## src/common/clkmgmt_pkg.sv

```systemverilog
// constants for the serial clock management block: register map, fields, encodings
// assumes a single 200 MHz system clock and an AHB-Lite register port
// Contract
// RULE1: a 12-bit divide value up to 4095 divides the system clock by up to 8190
// RULE2: a divide value of zero leaves the divider idle with no divided clock
// RULE3: each high and low phase lasts exactly divide-value system clock periods
// RULE4: the one divided clock is offered to both transmitter and receiver
// RULE5: transmit clock comes from its pin, the receive clock or the divider
// RULE6: receive clock comes from its pin, the transmit clock or the divider
// RULE7: transmit clock is inverted internally when its invert bit is set
// RULE8: receive clock is inverted internally when its invert bit is set
// RULE9: inversion never changes the clock driven onto either clock pin
// RULE10: transmit clock pin is released, driven always, or driven during transfers
// RULE11: receive clock pin is released, driven always, or driven during transfers
// RULE12: software must not pick own pin as source with continuous pin output
// RULE13: external receive clock at most system/2 (sync input) or system/3 (output)
// RULE14: external transmit clock at most system/6 (sync input) or system/2 (output)
// RULE15: directions run alone, or share a clock and start together in lockstep
// RULE16: interrupt is high while any pending source is unmasked; status readable
// RULE17: software assigns the serial pins to this block before use
// RULE18: software enables this block's clock in the power management unit first
// RULE19: clock pin inputs are synchronised and edge detected in the system domain
package clkmgmt_pkg;
  localparam int unsigned CLK_PERIOD_NS = 5;
  localparam int unsigned DIV_W         = 12;
  localparam int unsigned ADDR_W        = 8;
  localparam int unsigned EV_W          = 4;

  // register byte offsets
  localparam logic [7:0] OFF_DIVIDER   = 8'h00;
  localparam logic [7:0] OFF_TX_MODE   = 8'h04;
  localparam logic [7:0] OFF_RX_MODE   = 8'h08;
  localparam logic [7:0] OFF_STATUS    = 8'h0C;
  localparam logic [7:0] OFF_MASK      = 8'h10;
  localparam logic [7:0] OFF_CLK_STATE = 8'h14;

  // clock mode register fields
  localparam int unsigned SRC_LSB  = 0;
  localparam int unsigned OUT_LSB  = 2;
  localparam int unsigned INV_BIT  = 5;
  localparam int unsigned LOCK_BIT = 8;

  // clock source select encodings
  localparam logic [1:0] SRC_PIN   = 2'h0;
  localparam logic [1:0] SRC_OTHER = 2'h1;
  localparam logic [1:0] SRC_DIV   = 2'h2;

  // clock output mode encodings
  localparam logic [1:0] OUT_NONE  = 2'h0;
  localparam logic [1:0] OUT_CONT  = 2'h1;
  localparam logic [1:0] OUT_XFER  = 2'h2;

  // status and mask bits
  localparam int unsigned EV_TX_START    = 0;
  localparam int unsigned EV_RX_START    = 1;
  localparam int unsigned EV_TX_CONFLICT = 2;
  localparam int unsigned EV_RX_CONFLICT = 3;

  // clock state bits
  localparam int unsigned ST_TX_CLK  = 0;
  localparam int unsigned ST_RX_CLK  = 1;
  localparam int unsigned ST_DIV_CLK = 2;

  // reset values
  localparam logic [DIV_W-1:0] DIV_RST  = 12'h000;
  localparam logic [1:0]       SRC_RST  = 2'h0;
  localparam logic [1:0]       OUT_RST  = 2'h0;
  localparam logic [EV_W-1:0]  EV_RST   = 4'h0;

  // bus encodings
  localparam int unsigned HTRANS_ACT_BIT = 1;
  localparam logic        HRESP_OKAY     = 1'b0;
endpackage

```

## src/hw/clk_divider.sv

```systemverilog
// divider that turns the system clock into a 50% duty bit clock level
// assumes divide value comes from a register on the same clock
`timescale 1ns/1ps
module clk_divider
  import clkmgmt_pkg::*;
(
  input  wire logic             clk_i,
  input  wire logic             rst_i,
  input  wire logic [DIV_W-1:0] div_i,
  output logic                  div_clk_o
);
  typedef struct packed {
    logic [DIV_W-1:0] cnt;
    logic             lvl;
  } div_state_t;

  div_state_t s;
  div_state_t next_s;

  ////////////////////////////////////////////////////////////////////
  // phase counter, toggles after div_i cycles
  always_comb begin
    next_s = s;
    if (div_i == DIV_RST) begin
      next_s.cnt = DIV_RST; // RULE2
      next_s.lvl = 1'b0; // RULE2
    end else if (s.cnt >= div_i - 12'h001) begin
      next_s.cnt = DIV_RST; // RULE1
      next_s.lvl = ~s.lvl; // RULE3
    end else begin
      next_s.cnt = s.cnt + 12'h001;
    end
  end

  // state register
  always_ff @(posedge clk_i) begin
    if (rst_i) begin
      s <= '0;
    end else begin
      s <= next_s;
    end
  end

  assign div_clk_o = s.lvl;
endmodule // clk_divider

```

## src/hw/clk_path.sv

```systemverilog
// one direction's clock path: source select, inversion, edges, pin drive
// assumes pin_i is asynchronous, other inputs come from clk_i logic
`timescale 1ns/1ps
module clk_path
  import clkmgmt_pkg::*;
(
  input  wire logic       clk_i,
  input  wire logic       rst_i,
  input  wire logic       pin_i,
  input  wire logic       other_clk_i,
  input  wire logic       div_clk_i,
  input  wire logic [1:0] src_i,
  input  wire logic       inv_i,
  input  wire logic [1:0] out_mode_i,
  input  wire logic       xfer_i,
  output logic            sel_clk_o,
  output logic            clk_o,
  output logic            rise_o,
  output logic            fall_o,
  output logic            pin_o,
  output logic            pin_oe_o,
  output logic            conflict_o
);
  typedef struct packed {
    logic sync1;
    logic sync2;
    logic sel;
    logic clk;
    logic rise;
    logic fall;
    logic pin_out;
    logic pin_oe;
    logic conflict;
  } path_state_t;

  path_state_t s;
  path_state_t next_s;

  ////////////////////////////////////////////////////////////////////
  // select, invert, detect edges, drive pin
  always_comb begin
    next_s = s;
    next_s.sync1 = pin_i; // RULE19
    next_s.sync2 = s.sync1; // RULE19
    case (src_i)
      SRC_PIN:   next_s.sel = s.sync2; // RULE5 RULE6
      SRC_OTHER: next_s.sel = other_clk_i; // RULE15
      SRC_DIV:   next_s.sel = div_clk_i; // RULE4
      default:   next_s.sel = 1'b0;
    endcase
    next_s.clk  = next_s.sel ^ inv_i; // RULE7 RULE8
    next_s.rise = next_s.clk & ~s.clk; // RULE19
    next_s.fall = ~next_s.clk & s.clk; // RULE19
    case (out_mode_i)
      OUT_CONT: next_s.pin_oe = 1'b1; // RULE10 RULE11
      OUT_XFER: next_s.pin_oe = xfer_i; // RULE10 RULE11
      default:  next_s.pin_oe = 1'b0;
    endcase
    // pin carries the uninverted clock
    next_s.pin_out  = next_s.pin_oe & next_s.sel; // RULE9
    next_s.conflict = (src_i == SRC_PIN) && (out_mode_i == OUT_CONT); // RULE12
  end

  // state register
  always_ff @(posedge clk_i) begin
    if (rst_i) begin
      s <= '0;
    end else begin
      s <= next_s;
    end
  end

  assign sel_clk_o  = s.sel;
  assign clk_o      = s.clk;
  assign rise_o     = s.rise;
  assign fall_o     = s.fall;
  assign pin_o      = s.pin_out;
  assign pin_oe_o   = s.pin_oe;
  assign conflict_o = s.conflict;
endmodule // clk_path

```

## src/hw/clock_mgmt_top.sv

```systemverilog
// serial controller clock management with AHB-Lite registers and interrupt
// assumes one system clock, synchronous reset, pins already muxed to this block
`timescale 1ns/1ps
module clock_mgmt_top
  import clkmgmt_pkg::*;
(
  input  wire logic        clk_i,
  input  wire logic        rst_i,
  // register bus
  input  wire logic        hsel_i,
  input  wire logic [31:0] haddr_i,
  input  wire logic [1:0]  htrans_i,
  input  wire logic        hwrite_i,
  input  wire logic [2:0]  hsize_i,
  input  wire logic [31:0] hwdata_i,
  input  wire logic        hready_i,
  output logic      [31:0] hrdata_o,
  output logic             hreadyout_o,
  output logic             hresp_o,
  // clock pins
  input  wire logic        tx_clock_pin_i,
  output logic             tx_clock_pin_o,
  output logic             tx_clock_pin_oe_o,
  input  wire logic        rx_clock_pin_i,
  output logic             rx_clock_pin_o,
  output logic             rx_clock_pin_oe_o,
  // transfer side
  input  wire logic        tx_xfer_i,
  input  wire logic        rx_xfer_i,
  input  wire logic        tx_start_req_i,
  input  wire logic        rx_start_req_i,
  output logic             tx_start_o,
  output logic             rx_start_o,
  output logic             tx_clk_o,
  output logic             tx_clk_rise_o,
  output logic             tx_clk_fall_o,
  output logic             rx_clk_o,
  output logic             rx_clk_rise_o,
  output logic             rx_clk_fall_o,
  output logic             irq_o
);
  typedef struct packed {
    logic [DIV_W-1:0]  div_val;
    logic [1:0]        tx_src;
    logic [1:0]        tx_out;
    logic              tx_inv;
    logic              tx_lock;
    logic [1:0]        rx_src;
    logic [1:0]        rx_out;
    logic              rx_inv;
    logic              rx_lock;
    logic [EV_W-1:0]   status;
    logic [EV_W-1:0]   mask;
    logic              wr_pend;
    logic              rd_pend;
    logic [ADDR_W-1:0] addr_q;
    logic [31:0]       rdata;
    logic              ready;
    logic              irq;
    logic              tx_start;
    logic              rx_start;
  } top_state_t;

  top_state_t s;
  top_state_t next_s;

  logic            div_clk;
  logic            tx_sel_clk;
  logic            rx_sel_clk;
  logic            tx_clk_lvl;
  logic            rx_clk_lvl;
  logic            tx_conflict;
  logic            rx_conflict;
  logic            accept;
  logic [EV_W-1:0] events;
  logic [EV_W-1:0] clear;
  logic [31:0]     rd_mux;

  ////////////////////////////////////////////////////////////////////
  // shared divider
  clk_divider u_div (
    .clk_i     (clk_i),
    .rst_i     (rst_i),
    .div_i     (s.div_val),
    .div_clk_o (div_clk)
  );

  // transmit path, other clock is the registered receive selection
  clk_path u_tx (
    .clk_i       (clk_i),
    .rst_i       (rst_i),
    .pin_i       (tx_clock_pin_i),
    .other_clk_i (rx_sel_clk),
    .div_clk_i   (div_clk),
    .src_i       (s.tx_src),
    .inv_i       (s.tx_inv),
    .out_mode_i  (s.tx_out),
    .xfer_i      (tx_xfer_i),
    .sel_clk_o   (tx_sel_clk),
    .clk_o       (tx_clk_lvl),
    .rise_o      (tx_clk_rise_o),
    .fall_o      (tx_clk_fall_o),
    .pin_o       (tx_clock_pin_o),
    .pin_oe_o    (tx_clock_pin_oe_o),
    .conflict_o  (tx_conflict)
  );

  // receive path, other clock is the registered transmit selection
  clk_path u_rx (
    .clk_i       (clk_i),
    .rst_i       (rst_i),
    .pin_i       (rx_clock_pin_i),
    .other_clk_i (tx_sel_clk),
    .div_clk_i   (div_clk),
    .src_i       (s.rx_src),
    .inv_i       (s.rx_inv),
    .out_mode_i  (s.rx_out),
    .xfer_i      (rx_xfer_i),
    .sel_clk_o   (rx_sel_clk),
    .clk_o       (rx_clk_lvl),
    .rise_o      (rx_clk_rise_o),
    .fall_o      (rx_clk_fall_o),
    .pin_o       (rx_clock_pin_o),
    .pin_oe_o    (rx_clock_pin_oe_o),
    .conflict_o  (rx_conflict)
  );

  assign tx_clk_o = tx_clk_lvl;
  assign rx_clk_o = rx_clk_lvl;

  ////////////////////////////////////////////////////////////////////
  // bus address phase accept
  assign accept = hsel_i & htrans_i[HTRANS_ACT_BIT] & hready_i;

  // event sources
  always_comb begin
    events = EV_RST;
    events[EV_TX_START]    = s.tx_start;
    events[EV_RX_START]    = s.rx_start;
    events[EV_TX_CONFLICT] = tx_conflict;
    events[EV_RX_CONFLICT] = rx_conflict;
  end

  // write-one-to-clear mask for the status register
  always_comb begin
    clear = EV_RST;
    if (s.wr_pend && s.addr_q == OFF_STATUS) begin
      clear = hwdata_i[EV_W-1:0];
    end
  end

  // read data mux
  always_comb begin
    rd_mux = 32'h00000000;
    case (s.addr_q)
      OFF_DIVIDER: begin
        rd_mux[DIV_W-1:0] = s.div_val;
      end
      OFF_TX_MODE: begin
        rd_mux[SRC_LSB +: 2] = s.tx_src;
        rd_mux[OUT_LSB +: 2] = s.tx_out;
        rd_mux[INV_BIT]      = s.tx_inv;
        rd_mux[LOCK_BIT]     = s.tx_lock;
      end
      OFF_RX_MODE: begin
        rd_mux[SRC_LSB +: 2] = s.rx_src;
        rd_mux[OUT_LSB +: 2] = s.rx_out;
        rd_mux[INV_BIT]      = s.rx_inv;
        rd_mux[LOCK_BIT]     = s.rx_lock;
      end
      OFF_STATUS: begin
        rd_mux[EV_W-1:0] = s.status; // RULE16
      end
      OFF_MASK: begin
        rd_mux[EV_W-1:0] = s.mask;
      end
      OFF_CLK_STATE: begin
        rd_mux[ST_TX_CLK]  = tx_clk_lvl;
        rd_mux[ST_RX_CLK]  = rx_clk_lvl;
        rd_mux[ST_DIV_CLK] = div_clk;
      end
      default: begin
        rd_mux = 32'h00000000;
      end
    endcase
  end

  ////////////////////////////////////////////////////////////////////
  // next state: bus, registers, status, interrupt, starts
  always_comb begin
    next_s = s;
    // address phase capture; a read adds one wait state
    next_s.wr_pend = accept & hwrite_i;
    next_s.rd_pend = accept & ~hwrite_i;
    if (accept) begin
      next_s.addr_q = haddr_i[ADDR_W-1:0];
    end
    next_s.ready = ~(accept & ~hwrite_i);
    if (s.rd_pend) begin
      next_s.rdata = rd_mux;
    end
    // register writes in the data phase
    if (s.wr_pend) begin
      case (s.addr_q)
        OFF_DIVIDER: begin
          next_s.div_val = hwdata_i[DIV_W-1:0]; // RULE1
        end
        OFF_TX_MODE: begin
          next_s.tx_src  = hwdata_i[SRC_LSB +: 2]; // RULE5
          next_s.tx_out  = hwdata_i[OUT_LSB +: 2]; // RULE10
          next_s.tx_inv  = hwdata_i[INV_BIT]; // RULE7
          next_s.tx_lock = hwdata_i[LOCK_BIT]; // RULE15
        end
        OFF_RX_MODE: begin
          next_s.rx_src  = hwdata_i[SRC_LSB +: 2]; // RULE6
          next_s.rx_out  = hwdata_i[OUT_LSB +: 2]; // RULE11
          next_s.rx_inv  = hwdata_i[INV_BIT]; // RULE8
          next_s.rx_lock = hwdata_i[LOCK_BIT]; // RULE15
        end
        OFF_MASK: begin
          next_s.mask = hwdata_i[EV_W-1:0]; // RULE16
        end
        default: begin
          next_s.mask = s.mask;
        end
      endcase
    end
    // sticky status, a new event beats a clear in the same cycle
    next_s.status = (s.status & ~clear) | events; // RULE16
    next_s.irq    = |(s.status & s.mask); // RULE16
    // lockstep start: follow the other direction's start when enabled
    next_s.tx_start = tx_start_req_i | (s.tx_lock & rx_start_req_i); // RULE15
    next_s.rx_start = rx_start_req_i | (s.rx_lock & tx_start_req_i); // RULE15
  end

  ////////////////////////////////////////////////////////////////////
  // state register
  always_ff @(posedge clk_i) begin
    if (rst_i) begin
      s         <= '0;
      s.div_val <= DIV_RST;
      s.tx_src  <= SRC_RST;
      s.tx_out  <= OUT_RST;
      s.rx_src  <= SRC_RST;
      s.rx_out  <= OUT_RST;
      s.status  <= EV_RST;
      s.mask    <= EV_RST;
      s.ready   <= 1'b1;
    end else begin
      s <= next_s;
    end
  end

  // bus and interrupt outputs
  assign hrdata_o    = s.rdata;
  assign hreadyout_o = s.ready;
  assign hresp_o     = HRESP_OKAY;
  assign irq_o       = s.irq;
  assign tx_start_o  = s.tx_start;
  assign rx_start_o  = s.rx_start;
endmodule // clock_mgmt_top

```

## config.mk

```make
export PLATFORM = sky130hd
export DESIGN_NAME = clock_mgmt_top
export DESIGN_NICKNAME = d
export VERILOG_FILES = /design/src/common/clkmgmt_pkg.sv /design/src/hw/clk_divider.sv /design/src/hw/clk_path.sv /design/src/hw/clock_mgmt_top.sv
export SDC_FILE = /design/constraint.sdc
export NUM_CORES = 1
export LEC_CHECK = 0
export ABC_CLOCK_PERIOD_IN_PS = 7100
export BUFFER_PORTS_ARGS = -buffer_cell sky130_fd_sc_hd__buf_4
export CAP_MARGIN = 0
export CORE_UTILIZATION = 55
export DETAILED_ROUTE_END_ITERATION = 10
export GPL_TIMING_DRIVEN = 0
export PLACE_DENSITY = 0.95
export SYNTH_ARGS = -nofsm -noshare
export SYNTH_HDL_FRONTEND = slang
export SYNTH_SLANG_ARGS = --single-unit
```

## constraint.sdc

```tcl
create_clock -name clk_i -period 7.1 [get_ports clk_i]
set_clock_uncertainty 0.15 [all_clocks]
set_input_delay 0 -clock clk_i [delete_from_list [all_inputs] [get_ports clk_i]]
set_output_delay 0 -clock clk_i [all_outputs]
set_load 0.01 [all_outputs]
```

==> impl_metrics.csv <==
group,metric,value,unit
yosys,ys_warn_count,0,
clocking,htreeDepth,3,
timing,worst_slew_margin_rel,52.83,%
clocking,clkLatencyLatePin,0.36,ns
layout,fin_area,5301,µm²
hold_path,hold_depth,3,
grt,grt.overflow.total,0,
yosys,synth_top_area_cell,"dfxtp_1",
worst_setup_path,r2r_end,"u_div.s[9]",
clocking,cts_tree,"yes",
die,rows,31,
timing,timing_max_transition_violations_final,0,
worst_setup_path,worst_setup_path_end_kind,"register",
timing,timing.final.crit_share,46.85,%
detailed_routing,drc,0,
yosys,async_flop_share,0,%
detailed_routing,wl_per_cell,15.00,µm
layout,final_net_count,698,
worst_setup_path,critPathArrivalTime,3.41,ns
layout,num_antenna_cells,0,
die,die_w,89.23,µm
grt,grt_antenna_before_repair,0,
worst_setup_path,slowest_stage,"nor4_1",
place,place.gp.congestion,0.9535,
yosys,syn_area,4185,µm²
yosys,seq_area_frac_synth,42.57,%
yosys,ys_ff_latch,89,
detailed_routing,drtIter0Drc,366,
clocking,cts_buffer_depth,2,
worst_setup_path,cp_max_fo,10,
worst_setup_path,critPathMaxStageDelay,0.47,ns
timing,worst_pin_slew,0.7022,ns
worst_setup_path,rrSetupSlack,3.77,ns
hold_path,hold_class,"primary input to register",
hold_path,min_to,"s[45]",
die,pin_count,127,
worst_setup_path,crit_type,"register to register",
timing,rsz0062_at_grt,"no",
power,power_density,177.5,nW/µm²
detailed_routing,firstDrtPassIters,5,
yosys,synth_edf_count,0,
detailed_routing,drt_wl_total,10.56,mm
yosys,synth_top_area_share,42.57,%
layout,area_growth,26.67,%
detailed_routing,vias_per_cell,5.429,
detailed_routing,ant_nets,0,
layout,top_register,"s",
timing,fmax,300.6,MHz
clocking,cts_setup_buffers,0,
timing,layout_min_cycle_time,3.327,ns
die,start_util,57.40,%
worst_setup_path,start_kind,"register",
power,finalPower,0.9412,mW
yosys,syn_area_per_cell,8.683,µm²
layout,largest_reg_flops,42,
yosys,ys_types,45,
clocking,clk_pin_slew,0.09,ns
place,portBuffers,57,
grt,grt_pass1_wl,16.46,mm
power,p_leak,2.261,nW
clocking,root_buffer,"clkbuf_8",
status,outcome,"finished, final reports clean",
worst_setup_path,crit_chain,"nor2_1 -> nand3_1 -> nor4_1 -> nand2_1 -> xor2_1 -> ha_1 -> and3_1 -> nand4_1 -> o31a_1 -> nand3_1 -> clkbuf_1 -> nor2_1",
worst_setup_path,r2r_cells,12,
timing,finalHoldViolCount,0,
power,ir_drop,0.0001194,V
grt,grt_usage,27.64,%
clocking,clock_sinks,89,
grt,grt_pass1_vias,3454,
die,dieArea,7962,µm²
timing,finalSetupTns,0,ns
worst_setup_path,reg2reg_from,"s[68]",
die,die_h,89.23,µm
clocking,cts_made_buffers,9,
yosys,synth_area_leaders,"dfxtp_1, buf_4, a21oi_1, ha_1, nor2_1",
place,place_area,4812,µm²
die,core,7292,µm²
hold_path,hp-start,"htrans_i[1]",
layout,drive_above_1_share,19.34,%
detailed_routing,vias,3822,
yosys,synthFlopType,"dfxtp_1",
timing,setup_viol,0,
grt,grt_start_max_net_pins,17,
worst_setup_path,worstPathRequired,7.19,ns
yosys,synthCells,482,
place,dp_hpwl,7.614,mm
flow_run,cap_violations,0,
-- cells in the final DEF, fill, tap and decap left out, types with 14 or more instances in the layout --
master and instances:
nor2_1 51, buf_4 91, nand2_1 47, dlygate4sd3_1 30
a21oi_1 49, clkbuf_1 19, conb_1 21, mux2i_1 18
dfxtp_1 89, nand3_1 29, inv_1 14, ha_1 18
-- synthesized netlist by cell type, types with 2 or more instances --
library cell,n
a31oi_1,2
nand2_1,47
a22oi_1,3
nand3_1,29
buf_1,2
nor4_1,5
mux2i_1,18
o21ai_0,4
clkbuf_1,19
nand3b_1,2
nor3_1,8
and3_1,6
buf_2,2
a21oi_1,49
a21o_1,3
xnor2_1,10
nand2b_1,7
nand4_1,9
ha_1,18
and3b_1,2
nor4b_1,2
nor2b_1,12
nor2_1,51
inv_1,14
xor2_1,12
buf_4,34
mux4_2,3
o21a_1,2
o22ai_1,3
dfxtp_1,89
-- cell type report --
| type | count | area, µm² |
|---|---|---|
| Clock inverter | 6 | 51.30 |
| Timing Repair Buffer | 87 | 728.2 |
| Fill cell | 543 | 1991 |
| Tap cell | 99 | 123.9 |
| Inverter | 14 | 52.55 |
| Clock buffer | 10 | 137.6 |
| Multi-Input combinational cell | 340 | 2066 |
| Buffer | 59 | 360.3 |
| Sequential cell | 89 | 1782 |
-- cell families after synthesis --
group,share of synthesized area (%)
simple gates,22.03
flops,42.57
buf+inv,9.865
compound gates,9.537
xor+xnor,4.604
mux,5.919
fa+ha+maj,5.381
other cells,0.08960
-- worst max path at each step --
stage / endpoint / slack [ns] / start / cells after the start
finish: u_div.s[9] / 3.77 / s[68] / 12
detailed placement: u_div.s[9] / 3.81 / s[68] / 12
CTS: u_div.s[9] / 3.80 / s[68] / 12
floorplan: u_div.s[10] / 4.35 / s[68] / 12
global placement: u_div.s[9] / 4.02 / s[68] / 12
global route: u_div.s[9] / 3.51 / s[68] / 12
-- repair_timing --
item | in CTS | in global routing
setup endpoints to repair | 0 | 0
hold buffers | 30 | 0
gates resized for setup | 0 | 0
hold endpoints to repair | 54 | 0
-- critical path: cells and delay by family, from the launching register on --
family	cells	cell delay (ns)
AND/OR/NAND/NOR	8	1.56
buffers and inverters	1	0.37
AO/OA/AOI/OAI	1	0.28
adder cells (fa/ha/maj)	1	0.30
XOR/XNOR	1	0.17
flip-flops	1	0.38
-- metrics by stage --
stage          utilization, %  instances  setup slack, ns  hold slack [ns]
6_report                72.70        704            3.773          0.01070
5_1_grt                 72.70        704            3.507          0.05815
4_1_cts                 72.70        704            3.798         0.007356
3_5_place_dp            65.99        658            3.811          0.07892
3_3_place_gp            65.99        658            4.023          0.06486
2_1_floorplan               -        502            4.354         -0.03257
-- routing by layer --
layer,vias to the layer above,routed length [µm],track usage (%)
li1,1823,-,-
met1,1783,4382,35.92
met2,189,5161,47.12
met3,27,782,3.601
met4,0,236,10.25
met5,-,0,0
-- power by group --
part | switching, mW | internal, mW
combinational | 0.0517 | 0.0478
clock | 0.191 | 0.140
sequential | 0.00490 | 0.506
total | 0.248 | 0.694
Note: power is estimated with default switching activity, not from simulation.
